[src/core/ovh_serial_map.svh]
// constants for the overhead serial insert and extract ports
`ifndef OVH_SERIAL_MAP_SVH
`define OVH_SERIAL_MAP_SVH

// ****************************************
// word and slot shape
// ****************************************
`define OVH_WORD_BITS 9
`define OVH_SLOT_BITS 10
`define OVH_WORD_RESET 9'h000

// ****************************************
// timing
// ****************************************
`define OVH_FRAME_RATE_HZ 8000
`define OVH_PORT_RATE_HZ 19440000
`define OVH_REF_CLK_HZ 20000000
`define OVH_SLOTS_PER_FRAME \
  (`OVH_PORT_RATE_HZ / `OVH_FRAME_RATE_HZ / `OVH_SLOT_BITS)
// half period of the port clock in reference cycles, rounded up
`define OVH_HALF_DIV_DEFAULT \
  ((`OVH_REF_CLK_HZ + 2 * `OVH_PORT_RATE_HZ - 1) / (2 * `OVH_PORT_RATE_HZ))

// ****************************************
// serial positions
// ****************************************
`define OVH_POS_FRAMING_1 8'h00
`define OVH_POS_FRAMING_2 8'h01
`define OVH_POS_SECT_GROWTH 8'h03
`define OVH_POS_SECT_PARITY 8'h05
`define OVH_POS_PTR_1 8'h0D
`define OVH_POS_PTR_2 8'h0E
`define OVH_POS_LINE_PAR_FIRST 8'h11
`define OVH_POS_LINE_PAR_LAST 8'hD0
`define OVH_POS_LAST_DEFINED 8'hE4
`define OVH_POS_DUMMY_0 8'h04
`define OVH_POS_DUMMY_1 8'h08
`define OVH_POS_DUMMY_2 8'h0C
`define OVH_POS_DUMMY_3 8'h10
`define OVH_POS_DUMMY_4 8'hD3
`define OVH_POS_DUMMY_5 8'hD7
`define OVH_POS_DUMMY_6 8'hDB
`define OVH_POS_DUMMY_7 8'hDF

`endif

[src/core/ovh_pkg.sv]
// types and slot decoding for the overhead serial ports
`include "ovh_serial_map.svh"

package ovh_pkg;

  typedef enum logic [1:0] {
    OVH_KIND_PLAIN = 2'b00,
    OVH_KIND_MASK = 2'b01,
    OVH_KIND_PTR = 2'b10,
    OVH_KIND_DUMMY = 2'b11
  } ovh_kind_t;

  typedef enum logic {
    OVH_RX_GAP = 1'b0,
    OVH_RX_WORD = 1'b1
  } ovh_rx_state_t;

  // what a serial position carries
  function automatic ovh_kind_t slot_kind(input logic [7:0] pos);
    ovh_kind_t k;
    k = OVH_KIND_PLAIN;
    if (pos > `OVH_POS_LAST_DEFINED)
      k = OVH_KIND_DUMMY;
    else if (pos == `OVH_POS_DUMMY_0 || pos == `OVH_POS_DUMMY_1 ||
             pos == `OVH_POS_DUMMY_2 || pos == `OVH_POS_DUMMY_3 ||
             pos == `OVH_POS_DUMMY_4 || pos == `OVH_POS_DUMMY_5 ||
             pos == `OVH_POS_DUMMY_6 || pos == `OVH_POS_DUMMY_7)
      k = OVH_KIND_DUMMY;
    else if (pos == `OVH_POS_SECT_PARITY ||
             (pos >= `OVH_POS_LINE_PAR_FIRST &&
              pos <= `OVH_POS_LINE_PAR_LAST))
      k = OVH_KIND_MASK;
    else if (pos == `OVH_POS_PTR_1 || pos == `OVH_POS_PTR_2)
      k = OVH_KIND_PTR;
    return k;
  endfunction

endpackage

[src/core/ovh_serial_port.sv]
// overhead serial insert (transmit) and extract (receive) ports
// Behaviour
// - each port has device clock, device frame pulse and one data line.
// - receive port sends recovered overhead words of each frame outward.
// - transmit port accepts 221 programmable nine-bit word slots per frame.
// - transmit frame pulse fires once per frame, about 4.1 kHz from the 20 MHz reference.
// - port clock divided from transmit clock; dummy words even out rate (here divided from the 20 MHz REF_CLK instead).
// - prefix one makes external word replace the internal value.
// - prefix and dummy word in dummy slots are always ignored.
// - a complete received frame is applied to the next outgoing frame.
// - error-mask slots send external word XOR internal value when enabled.
// - pointer locations 2 to 192 carry concatenation indications.
// - extended ports carry no path overhead bytes.
// - ports occupy general-purpose pins, excluding other pin functions.
// - positions 0, 1, 3 hold framing and growth, same for all channels.
// - position 5 is parity mask on transmit, parity XOR on receive.
// - pointer word at position 13 affects only first pointer occurrence.
// - positions 17 to 208 line parity masks, per-byte XOR on receive.
`include "ovh_serial_map.svh"
`timescale 1ns/1ns
`default_nettype none

module ovh_serial_port #(
  parameter int HALF_DIV = `OVH_HALF_DIV_DEFAULT,
  parameter int SLOTS = `OVH_SLOTS_PER_FRAME
)
(
  // clock and reset
  input wire logic REF_CLK,
  input wire logic NRST,
  // pin claim
  input wire logic OVH_PORT_EN,
  output logic OVH_PINS_CLAIMED,
  // transmit overhead port pins
  output logic TX_OVH_CLK_OUT,
  output logic TX_OVH_FRAME_PULSE,
  input wire logic TX_OVH_DATA_IN,
  // transmit framer lookup
  input wire logic [7:0] TX_OVH_POS,
  input wire logic TX_OVH_FIRST,
  input wire logic [8:0] TX_OVH_INT,
  output logic [8:0] TX_OVH_VAL,
  output logic TX_OVH_OVR,
  // receive overhead port pins
  output logic RX_OVH_CLK_OUT,
  output logic RX_OVH_FRAME_PULSE,
  output logic RX_OVH_DATA_OUT,
  // receive framer words
  input wire logic RX_OVH_VALID,
  output logic RX_OVH_READY,
  input wire logic [7:0] RX_OVH_POS,
  input wire logic [8:0] RX_OVH_DATA,
  input wire logic [8:0] RX_OVH_EXP
);

  localparam logic [7:0] LAST_SLOT = 8'(SLOTS - 1);
  localparam logic [3:0] LAST_BIT = 4'(`OVH_SLOT_BITS - 1);
  localparam logic [7:0] HALF_LAST = 8'(HALF_DIV - 1);

  // ****************************************
  // port clock divider
  // ****************************************
  // a 20 MHz reference cannot reach the nominal port rate; the divider
  // gives the fastest even rate at or below it
  logic [7:0] half_cnt_reg;
  logic port_clk_reg;
  logic half_tick;
  logic fall_evt;

  assign half_tick = (half_cnt_reg == HALF_LAST);
  assign fall_evt = half_tick && port_clk_reg && OVH_PORT_EN;

  always_ff @(posedge REF_CLK or negedge NRST)
  begin
    if (!NRST)
    begin
      half_cnt_reg <= 8'h00;
      port_clk_reg <= 1'b0;
    end
    else if (!OVH_PORT_EN)
    begin
      half_cnt_reg <= 8'h00;
      port_clk_reg <= 1'b0;
    end
    else if (half_tick)
    begin
      half_cnt_reg <= 8'h00;
      port_clk_reg <= ~port_clk_reg;
    end
    else
      half_cnt_reg <= half_cnt_reg + 8'h01;
  end

  assign TX_OVH_CLK_OUT = port_clk_reg;
  assign RX_OVH_CLK_OUT = port_clk_reg;

  always_ff @(posedge REF_CLK or negedge NRST)
  begin
    if (!NRST)
      OVH_PINS_CLAIMED <= 1'b0;
    else
      OVH_PINS_CLAIMED <= OVH_PORT_EN;
  end

  // ****************************************
  // frame position
  // ****************************************
  // bit and slot name the port clock period now in progress; bit moves
  // on each falling edge of the port clock, slot only when bit wraps to 0
  logic [3:0] bit_reg;
  logic [7:0] slot_reg;
  logic [3:0] bit_next;
  logic [7:0] slot_next;
  logic frame_end;
  logic fp_reg;

  assign frame_end = (slot_reg == LAST_SLOT) && (bit_reg == LAST_BIT);

  always_comb
  begin
    bit_next = bit_reg + 4'h1;
    slot_next = slot_reg;
    if (bit_reg == LAST_BIT)
    begin
      bit_next = 4'h0;
      slot_next = frame_end ? 8'h00 : slot_reg + 8'h01;
    end
  end

  always_ff @(posedge REF_CLK or negedge NRST)
  begin
    if (!NRST)
    begin
      bit_reg <= 4'h0;
      slot_reg <= 8'h00;
    end
    else if (!OVH_PORT_EN)
    begin
      bit_reg <= 4'h0;
      slot_reg <= 8'h00;
    end
    else if (fall_evt)
    begin
      bit_reg <= bit_next;
      slot_reg <= slot_next;
    end
  end

  // pulse covers the last bit period, so the next rise starts slot 0
  always_ff @(posedge REF_CLK or negedge NRST)
  begin
    if (!NRST)
      fp_reg <= 1'b0;
    else if (!OVH_PORT_EN)
      fp_reg <= 1'b0;
    else if (fall_evt)
      fp_reg <= (slot_next == LAST_SLOT) && (bit_next == LAST_BIT);
  end

  assign TX_OVH_FRAME_PULSE = fp_reg;
  assign RX_OVH_FRAME_PULSE = fp_reg;

  // ****************************************
  // transmit capture
  // ****************************************
  // partner launches on the rising edge; sampling on the falling edge
  // gives half a period of margin either way
  logic [8:0] tx_sh_reg;
  logic [8:0] tx_word;
  logic tx_prefix;
  logic tx_word_done;
  logic [8:0] shadow_mem [SLOTS];
  logic [SLOTS-1:0] shadow_en_reg;
  logic [8:0] active_mem [SLOTS];
  logic [SLOTS-1:0] active_en_reg;

  assign tx_word = {tx_sh_reg[7:0], TX_OVH_DATA_IN};
  assign tx_prefix = tx_sh_reg[8];
  assign tx_word_done = fall_evt && (bit_reg == LAST_BIT) &&
    (ovh_pkg::slot_kind(slot_reg) != ovh_pkg::OVH_KIND_DUMMY);

  always_ff @(posedge REF_CLK or negedge NRST)
  begin
    if (!NRST)
      tx_sh_reg <= `OVH_WORD_RESET;
    else if (fall_evt)
      tx_sh_reg <= tx_word;
  end

  always_ff @(posedge REF_CLK or negedge NRST)
  begin
    if (!NRST)
      shadow_en_reg <= '0;
    else if (tx_word_done)
      shadow_en_reg[slot_reg] <= tx_prefix;
  end

  always_ff @(posedge REF_CLK)
  begin
    if (tx_word_done && tx_prefix)
      shadow_mem[slot_reg] <= tx_word;
  end

  // the whole frame moves over at once so an outgoing frame never mixes
  // words of two partner frames
  always_ff @(posedge REF_CLK or negedge NRST)
  begin
    if (!NRST)
      active_en_reg <= '0;
    else if (!OVH_PORT_EN)
      active_en_reg <= '0;
    else if (fall_evt && frame_end)
      active_en_reg <= shadow_en_reg;
  end

  always_ff @(posedge REF_CLK)
  begin
    if (fall_evt && frame_end)
    begin
      for (int i = 0; i < SLOTS; i++)
        active_mem[i] <= shadow_mem[i];
    end
  end

  // ****************************************
  // transmit overhead lookup
  // ****************************************
  // one position serves every channel of a replicated byte; pointer
  // positions only reach the first occurrence, the later ones keep the
  // framer's concatenation indication
  ovh_pkg::ovh_kind_t tx_kind;
  logic tx_use;
  logic [8:0] tx_ext;

  assign tx_kind = ovh_pkg::slot_kind(TX_OVH_POS);
  assign tx_ext = (TX_OVH_POS < 8'(SLOTS)) ? active_mem[TX_OVH_POS] :
    `OVH_WORD_RESET;

  always_comb
  begin
    tx_use = 1'b0;
    if (OVH_PORT_EN && TX_OVH_POS < 8'(SLOTS))
      tx_use = active_en_reg[TX_OVH_POS];
    if (tx_kind == ovh_pkg::OVH_KIND_DUMMY)
      tx_use = 1'b0;
    if (tx_kind == ovh_pkg::OVH_KIND_PTR && !TX_OVH_FIRST)
      tx_use = 1'b0;
  end

  always_ff @(posedge REF_CLK or negedge NRST)
  begin
    if (!NRST)
    begin
      TX_OVH_VAL <= `OVH_WORD_RESET;
      TX_OVH_OVR <= 1'b0;
    end
    else
    begin
      TX_OVH_OVR <= tx_use;
      if (!tx_use)
        TX_OVH_VAL <= TX_OVH_INT;
      else if (tx_kind == ovh_pkg::OVH_KIND_MASK)
        TX_OVH_VAL <= TX_OVH_INT ^ tx_ext;
      else
        TX_OVH_VAL <= tx_ext;
    end
  end

  // ****************************************
  // receive word buffer
  // ****************************************
  ovh_pkg::ovh_kind_t rx_in_kind;
  logic [8:0] rx_in_word;
  logic rx_in_valid;
  logic buf_valid;
  logic buf_pop;
  logic [16:0] buf_data;
  logic [7:0] head_pos;
  logic [8:0] head_word;

  assign rx_in_kind = ovh_pkg::slot_kind(RX_OVH_POS);
  assign rx_in_word = (rx_in_kind == ovh_pkg::OVH_KIND_MASK) ?
    RX_OVH_DATA ^ RX_OVH_EXP : RX_OVH_DATA;
  assign rx_in_valid = RX_OVH_VALID && (RX_OVH_POS < 8'(SLOTS));

  ovh_pair_buf #(
    .WIDTH(17)
  ) u_rx_buf (
    .clk(REF_CLK),
    .nrst(NRST),
    .in_valid(rx_in_valid),
    .in_ready(RX_OVH_READY),
    .in_data({RX_OVH_POS, rx_in_word}),
    .out_valid(buf_valid),
    .out_ready(buf_pop),
    .out_data(buf_data)
  );

  assign head_pos = buf_data[16:9];
  assign head_word = buf_data[8:0];

  // ****************************************
  // receive serializer
  // ****************************************
  // a word that missed its slot is dropped rather than shifted into a
  // wrong position
  ovh_pkg::ovh_rx_state_t rx_state_reg;
  logic [8:0] rx_sh_reg;
  logic rx_load;
  logic rx_stale;

  assign rx_load = fall_evt && (bit_next == 4'h0) && buf_valid &&
    (head_pos == slot_next);
  assign rx_stale = buf_valid && (head_pos < slot_reg);
  assign buf_pop = rx_load || rx_stale;

  always_ff @(posedge REF_CLK or negedge NRST)
  begin
    if (!NRST)
    begin
      rx_state_reg <= ovh_pkg::OVH_RX_GAP;
      rx_sh_reg <= `OVH_WORD_RESET;
      RX_OVH_DATA_OUT <= 1'b0;
    end
    else if (!OVH_PORT_EN)
    begin
      rx_state_reg <= ovh_pkg::OVH_RX_GAP;
      rx_sh_reg <= `OVH_WORD_RESET;
      RX_OVH_DATA_OUT <= 1'b0;
    end
    else if (fall_evt && bit_next == 4'h0)
    begin
      RX_OVH_DATA_OUT <= rx_load;
      rx_sh_reg <= rx_load ? head_word : `OVH_WORD_RESET;
      rx_state_reg <= rx_load ? ovh_pkg::OVH_RX_WORD : ovh_pkg::OVH_RX_GAP;
    end
    else if (fall_evt)
    begin
      case (rx_state_reg)
        ovh_pkg::OVH_RX_WORD:
        begin
          RX_OVH_DATA_OUT <= rx_sh_reg[8];
          rx_sh_reg <= {rx_sh_reg[7:0], 1'b0};
        end
        ovh_pkg::OVH_RX_GAP:
          RX_OVH_DATA_OUT <= 1'b0;
        default:
          rx_state_reg <= ovh_pkg::OVH_RX_GAP;
      endcase
    end
  end

endmodule

`default_nettype wire

[src/core/ovh_pair_buf.sv]
// two-entry buffer with valid and ready on both sides
`timescale 1ns/1ns
`default_nettype none

module ovh_pair_buf #(
  parameter int WIDTH = 17
)
(
  // clock and reset
  input wire logic clk,
  input wire logic nrst,
  // filling side
  input wire logic in_valid,
  output logic in_ready,
  input wire logic [WIDTH-1:0] in_data,
  // draining side
  output logic out_valid,
  input wire logic out_ready,
  output logic [WIDTH-1:0] out_data
);

  logic [WIDTH-1:0] mem [2];
  logic [1:0] count_reg;
  logic [1:0] count_next;
  logic wr_ptr_reg;
  logic rd_ptr_reg;
  logic in_ready_reg;
  logic push;
  logic pop;

  assign out_valid = (count_reg != 2'h0);
  assign out_data = mem[rd_ptr_reg];
  assign in_ready = in_ready_reg;
  assign push = in_valid && in_ready_reg;
  assign pop = out_valid && out_ready;

  always_comb
  begin
    count_next = count_reg;
    if (push && !pop)
      count_next = count_reg + 2'h1;
    else if (pop && !push)
      count_next = count_reg - 2'h1;
  end

  // ready is registered so the filling side sees a clean level
  always_ff @(posedge clk or negedge nrst)
  begin
    if (!nrst)
    begin
      count_reg <= 2'h0;
      wr_ptr_reg <= 1'b0;
      rd_ptr_reg <= 1'b0;
      in_ready_reg <= 1'b0;
    end
    else
    begin
      count_reg <= count_next;
      in_ready_reg <= (count_next != 2'h2);
      if (push)
        wr_ptr_reg <= ~wr_ptr_reg;
      if (pop)
        rd_ptr_reg <= ~rd_ptr_reg;
    end
  end

  always_ff @(posedge clk)
  begin
    if (push)
      mem[wr_ptr_reg] <= in_data;
  end

endmodule

`default_nettype wire

[config.mk]
export PLATFORM = sky130hd
export DESIGN_NAME = ovh_serial_port
export DESIGN_NICKNAME = d
export VERILOG_FILES = /design/src/core/ovh_pkg.sv /design/src/core/ovh_serial_port.sv /design/src/core/ovh_pair_buf.sv
export VERILOG_INCLUDE_DIRS = /design/src /design/src/core
export SDC_FILE = /design/constraint.sdc
export NUM_CORES = 2
export LEC_CHECK = 0
export BUFFER_PORTS_ARGS = -buffer_cell sky130_fd_sc_hd__buf_2
export CAP_MARGIN = 25
export CORE_UTILIZATION = 40
export CTS_CLUSTER_SIZE = 24
export DETAILED_ROUTE_END_ITERATION = 8
export PLACE_DENSITY = 0.55
export REMOVE_ABC_BUFFERS = 1
export SYNTH_ARGS = -nofsm -noshare
export SYNTH_HDL_FRONTEND = slang
export SYNTH_MEMORY_MAX_BITS = 65536
export SYNTH_SLANG_ARGS = --single-unit
[constraint.sdc]
create_clock -name REF_CLK -period 83.6 [get_ports REF_CLK]
set_clock_uncertainty 0.15 [all_clocks]
set_input_delay 12.54 -clock REF_CLK [delete_from_list [all_inputs] [get_ports REF_CLK]]
set_output_delay 12.54 -clock REF_CLK [all_outputs]
set_load 0.01 [all_outputs]
# After elaboration in Yosys (flattened, before gate mapping)
# Memories as Yosys holds them, arrays and structs flattened.
# Index checks and enable logic that the tools add are counted.
dict set report totals {
  out_inout_bits 17
  memories 3
  input_bits 49
  ram_bits 4408
  reg_bits 544
}
# name depth word_bits read_ports rd_ports_with_merged_regs write_ports line
set memory_table {}
lappend memory_table {active_mem 243 9 1 0 243 ovh_serial_port.sv:174} ;# logic [8:0] active_mem [SLOTS];
lappend memory_table {shadow_mem 243 9 243 0 1 ovh_serial_port.sv:172} ;# logic [8:0] shadow_mem [SLOTS];
lappend memory_table {u_rx_buf.mem 2 17 1 0 1 ovh_pair_buf.sv:22} ;# logic [WIDTH-1:0] mem [2];
dict set report op_classes {
  reduce_logical 58
  bitwise 6
  mux 59
  n_eq_ne 50
  n_lt_le_gt_ge 15
  n_addsub 5
}
# operator n
set op_table {}
lappend op_table {{243-bit two-way mux} 2}
lappend op_table {{243-bit bitwise mux} 1}
lappend op_table {{8-bit equality test, second input constant} 14}
lappend op_table {{8-bit by 4-bit equality test with 1-bit output, second input constant} 12}
lappend op_table {{9-bit two-way mux} 9}
lappend op_table {{8-bit by 3-bit equality test with 1-bit output, second input constant} 6}
lappend op_table {{8-bit two-way mux} 6}
lappend op_table {{1-bit logical OR} 28}
lappend op_table {{2-bit two-way mux} 14}
lappend op_table {{8-bit by 5-bit equality test with 1-bit output, second input constant} 3}
lappend op_table {{8-bit by 5-bit greater-or-equal comparator with 1-bit output, second input constant} 3}
lappend op_table {{8-bit greater-than comparator, second input constant} 3}
lappend op_table {{8-bit <= comparator, second input constant} 3}
lappend op_table {{1-bit logical AND} 23}
lappend op_table {{1-bit two-way mux} 21}
lappend op_table {{8-bit by 9-bit less-than comparator with 1-bit output, second input constant} 2}
lappend op_table {{9-bit XOR} 2}
lappend op_table {{8-bit by 1-bit adder with 8-bit output, second input constant} 2}
lappend op_table {{8-bit less-than comparator, second input constant} 2}
lappend op_table {{4-bit two-way mux} 3}
lappend op_table {{1-bit binary-select mux with 8-bit select} 1}
lappend op_table {{1-bit demux with 8-bit select} 1}
lappend op_table {{4-bit equality test, second input constant} 2}
lappend op_table {{8-bit equality test} 1}
lappend op_table {{17 further kinds} 29}

# Longest topological paths before layout
dict set report logic_depth {
  depth_word 15
  depth_mapped 16
  ltp_nobuf 11
}

# Hierarchy
# From an unflattened synthesis, not the netlist that was laid out.
dict set report hier_totals {
  hier_cells 8558
  area_unflattened_um2 176469.2
}
# mod area_per_inst_um2 cells_per_inst n_inst
set modules_own_cells {}
lappend modules_own_cells {ovh_serial_port 174986.6 8482 1}
lappend modules_own_cells {ovh_pair_buf 1482.7 76 1}

# Worst setup path before layout
# No wires, ideal clock.
dict set report synth_path {
  path_kind {input to register}
  startpoint {input OVH_PORT_EN}
  endpoint {memory active_mem[0][0], enable pin}
  setup_slack_ps 7577
  required_ps 80044
  t_arrival_ps 72467
  stages 6
  setup_ps 3406
  n_path_buf 4
  path_cell_list {clkbuf_1 -> nand4_1 -> inv_1 -> buf_2 -> clkbuf_1 -> clkbuf_1}
}
# item line
set synth_rtl {}
lappend synth_rtl {{from (decl)} ovh_serial_port.sv:32} ;# input wire logic OVH_PORT_EN,
lappend synth_rtl {{to (decl)} ovh_serial_port.sv:174}

==> impl_metrics.yaml <==
routing:
  drt-pass1-iter-count: 6
  drt_wl_total_um: 458000
  drt-initial-drc-count: 10300
  via_per_inst: 5.43
  vias: 86100
  antenna_left: 0
  routedWlPerCell_um: 28.8
  drc: 0
logic_synthesis:
  netlist_area_um2: 176000
  yosys-top-cells-area: "edfxtp_1, dfrtp_1, mux4_2, nand2_1, o21ai_0"
  synth.most_common_cell: "edfxtp_1"
  syn_avg_cell_area_um2: 19.9
  synth_edf_count: 4408
  synthArstFlopShare_pct: 11.0
  synth_top_area_share_pct: 75.2
  seq_area_frac_synth_pct: 82.9
  synth_ff_type: "edfxtp_1"
  synthCells: 8866
  yosys.area.top_type: "edfxtp_1"
  ys_ff_latch: 4952
  synth_common_cells: "edfxtp_1, nand2_1, mux4_2"
  synth_cell_types: 74
  synth_warnings: 0
power:
  pwr_density_cell_nw_per_um2: 26.6
  p_clk_share_pct: 41.0
  swShare_pct: 22.9
  p_switching_mw: 1.24
  ir_worst_vdd_uv: 21.0
  p_total_mw: 5.38
  p_leak_nw: 67.5
  p_int_mw: 4.15
  share_seq_of_total_power_pct: 53.5
  power_frac_comb_pct: 5.6
timing:
  tightest_slew_ns: 1.46
  fin_crit_ns: 18.19
  maxSlewHeadroom_pct: 2.70
  rsz0062_at_grt: "false"
  max_freq_mhz: 55.0
  post-route-period-util_pct: 21.8
  worst_slack_ns: 65.41
  maxSlewViolCount: 0
  fin_setup_tns_ns: 0
  setup_viol: 0
  hold-worst-slack_ns: 0.225
  hold_violations: 0
grt:
  grt_max_degree: 221
  grt_pass1_wl_um: 644000
  track_usage_pct: 20.3
  antenna_found_initial: 26
  grt_pass1_vias: 86500
  gr-total-overflow: 0
final_layout:
  fin_area_um2: 203000
  seq_area_um2: 146000
  syn_to_final_growth_pct: 15.1
  layout-drive-gt1-share_pct: 18.9
  multi_input_area_um2: 28800
  nFillCells: 36500
  nets: 9631
  largest_registers: "active_mem: 2187 flops, shadow_mem: 2187 flops"
setup_path:
  worst_path_most_repeated_cell: "buf_4"
  path_max_fanout: 149
  crit_path_top_delay_cell: "buf_4"
  worstPathArrival_ns: 18.68
  crit_chain: "buf_6 -> nand4_1 -> buf_4 -> inv_8 -> buf_4 -> buf_4 -> buf_4 -> buf_4 -> buf_4"
  end_kind: "flop"
  worstSetupPathType: "in -> reg"
  slowest_delay_ns: 0.86
  start_kind: "input pin"
  worst_ep_required_time_ns: 84.10
clock_network:
  htreeDepth: 6
  tritoncts: "done"
  numCtsBuffers: 518
  clk_pin_slew_worst_paths_ns: 0.06
  insertion_delay_ns: 1.03
  clockBufferDepth: 4
  cts_resized: 0
  clock-sinks: 4952
  holdBufCountCts: 0
  cts_root_buf: "clkbuf_16"
  cts_setup_buffers: 0
placement:
  place_congestion: 0.845
  dpl_cell_area_um2: 186000
  place_ws_ns: 63.92
  port-buffer-count: 65
  dp_hpwl_um: 274000
min_path:
  hold_path.class: "reg -> reg"
die:
  die_h_um: 666
  start_util_pct: 40.2
  die-area_um2: 443000
  coreArea_um2: 438000
  io_pins: 66
  placementRows: 243
  die_w_um: 666
outcome:
  status: "completed"
run:
  maxCapViolCount: 0
power by group through the flow:
stage	Combinational [mW]	Sequential, mW	Clock, mW
final	0.299	2.88	2.21
after global routing	0.318	2.88	2.34
after CTS	0.301	2.88	2.25
after detailed placement	0.301	2.93	0
after global placement	0.293	2.93	0
after floorplan	0.0698	2.99	0
critical path, delay by kind of cell:
family / cells / cell delay (ns)
AND/OR/NAND/NOR: 1 / 0.15
buffers and inverters: 8 / 5.64
cell usage in the layout, fill, tap and decap left out, types with 55 or more instances in the layout:
master / synthesis / final
clkbuf_1: 292 / 119
clkbuf_16: 0 / 523
dfrtp_1: 544 / 535
buf_4: 36 / 340
buf_6: 5 / 59
mux4_2: 561 / 561
o21ai_0: 491 / 489
a22oi_1: 149 / 149
mux2i_1: 160 / 160
clkinv_2: 0 / 84
a21oi_1: 140 / 140
buf_2: 123 / 59
conb_1: 1 / 171
nor2_1: 336 / 322
nand3_1: 258 / 256
nand2_1: 866 / 859
mux2_2: 55 / 55
edfxtp_1: 4408 / 4408
clkinv_1: 1 / 97
metrics by stage:
stage	instances	utilization (%)
after floorplan	8557	-
final	15900	46.3
after global placement	14800	42.2
after global routing	15900	46.3
after detailed placement	14900	42.4
after CTS	15800	46.1
path summary, 6_finish.rpt:
check | from | end | slack [ns] | cells past startpoint
worst max-delay path | OVH_PORT_EN | active_mem[241][3]$_DFFE_PP_ | 65.41 | 9
worst min-delay path | shadow_en_reg[223]$_DFFE_PN0P_ | shadow_en_reg[223]$_DFFE_PN0P_ | 0.22 | 0
worst max register to register | slot_reg[0]$_DFFE_PN0P_ | active_mem[241][3]$_DFFE_PP_ | 75.65 | 12
worst min register to register | shadow_en_reg[223]$_DFFE_PN0P_ | shadow_en_reg[223]$_DFFE_PN0P_ | 0.22 | 0
max in group asynchronous | NRST | tx_sh_reg[4]$_DFFE_PN0P_ | 69.50 | 3
min in group asynchronous | NRST | shadow_en_reg[112]$_DFFE_PN0P_ | 11.44 | 1
final cells by class:
type                    count  share of cell area (%)
diodes                     12                  0.0148
clock inverters           275                    1.30
clock buffers             649                    6.72
repair buffers            491                    2.08
flip-flops and latches   4952                    72.0
inverters                  24                  0.0506
well taps                5880                    3.63
multi-input cells        3581                    14.2
cell families (layout without fill, tap and decap cells):
group                      Yosys count  after routing  share of synthesized area [%]
DFF                               4952           4952                           82.9
xor gates and xnor gates            31             31                          0.166
and+or+nand+nor                   1617           1617                           3.86
muxes                              776            776                           8.44
other                                1            183                        0.00213
adders and majority gates           14             14                         0.0995
AOI/OAI and AO/OA                  972            972                           3.28
buffers and inverters              503           1439                           1.26
per-layer routing:
| metal | track usage (%) | part of all wire (%) |
|---|---|---|
| met3 | 3.95 | 7.8 |
| met1 | 27.6 | 41 |
| met4 | 7.51 | 3.9 |
| met5 | 0 | 0 |
| met2 | 32.7 | 48 |
Note: power is estimated with default switching activity, not from simulation.
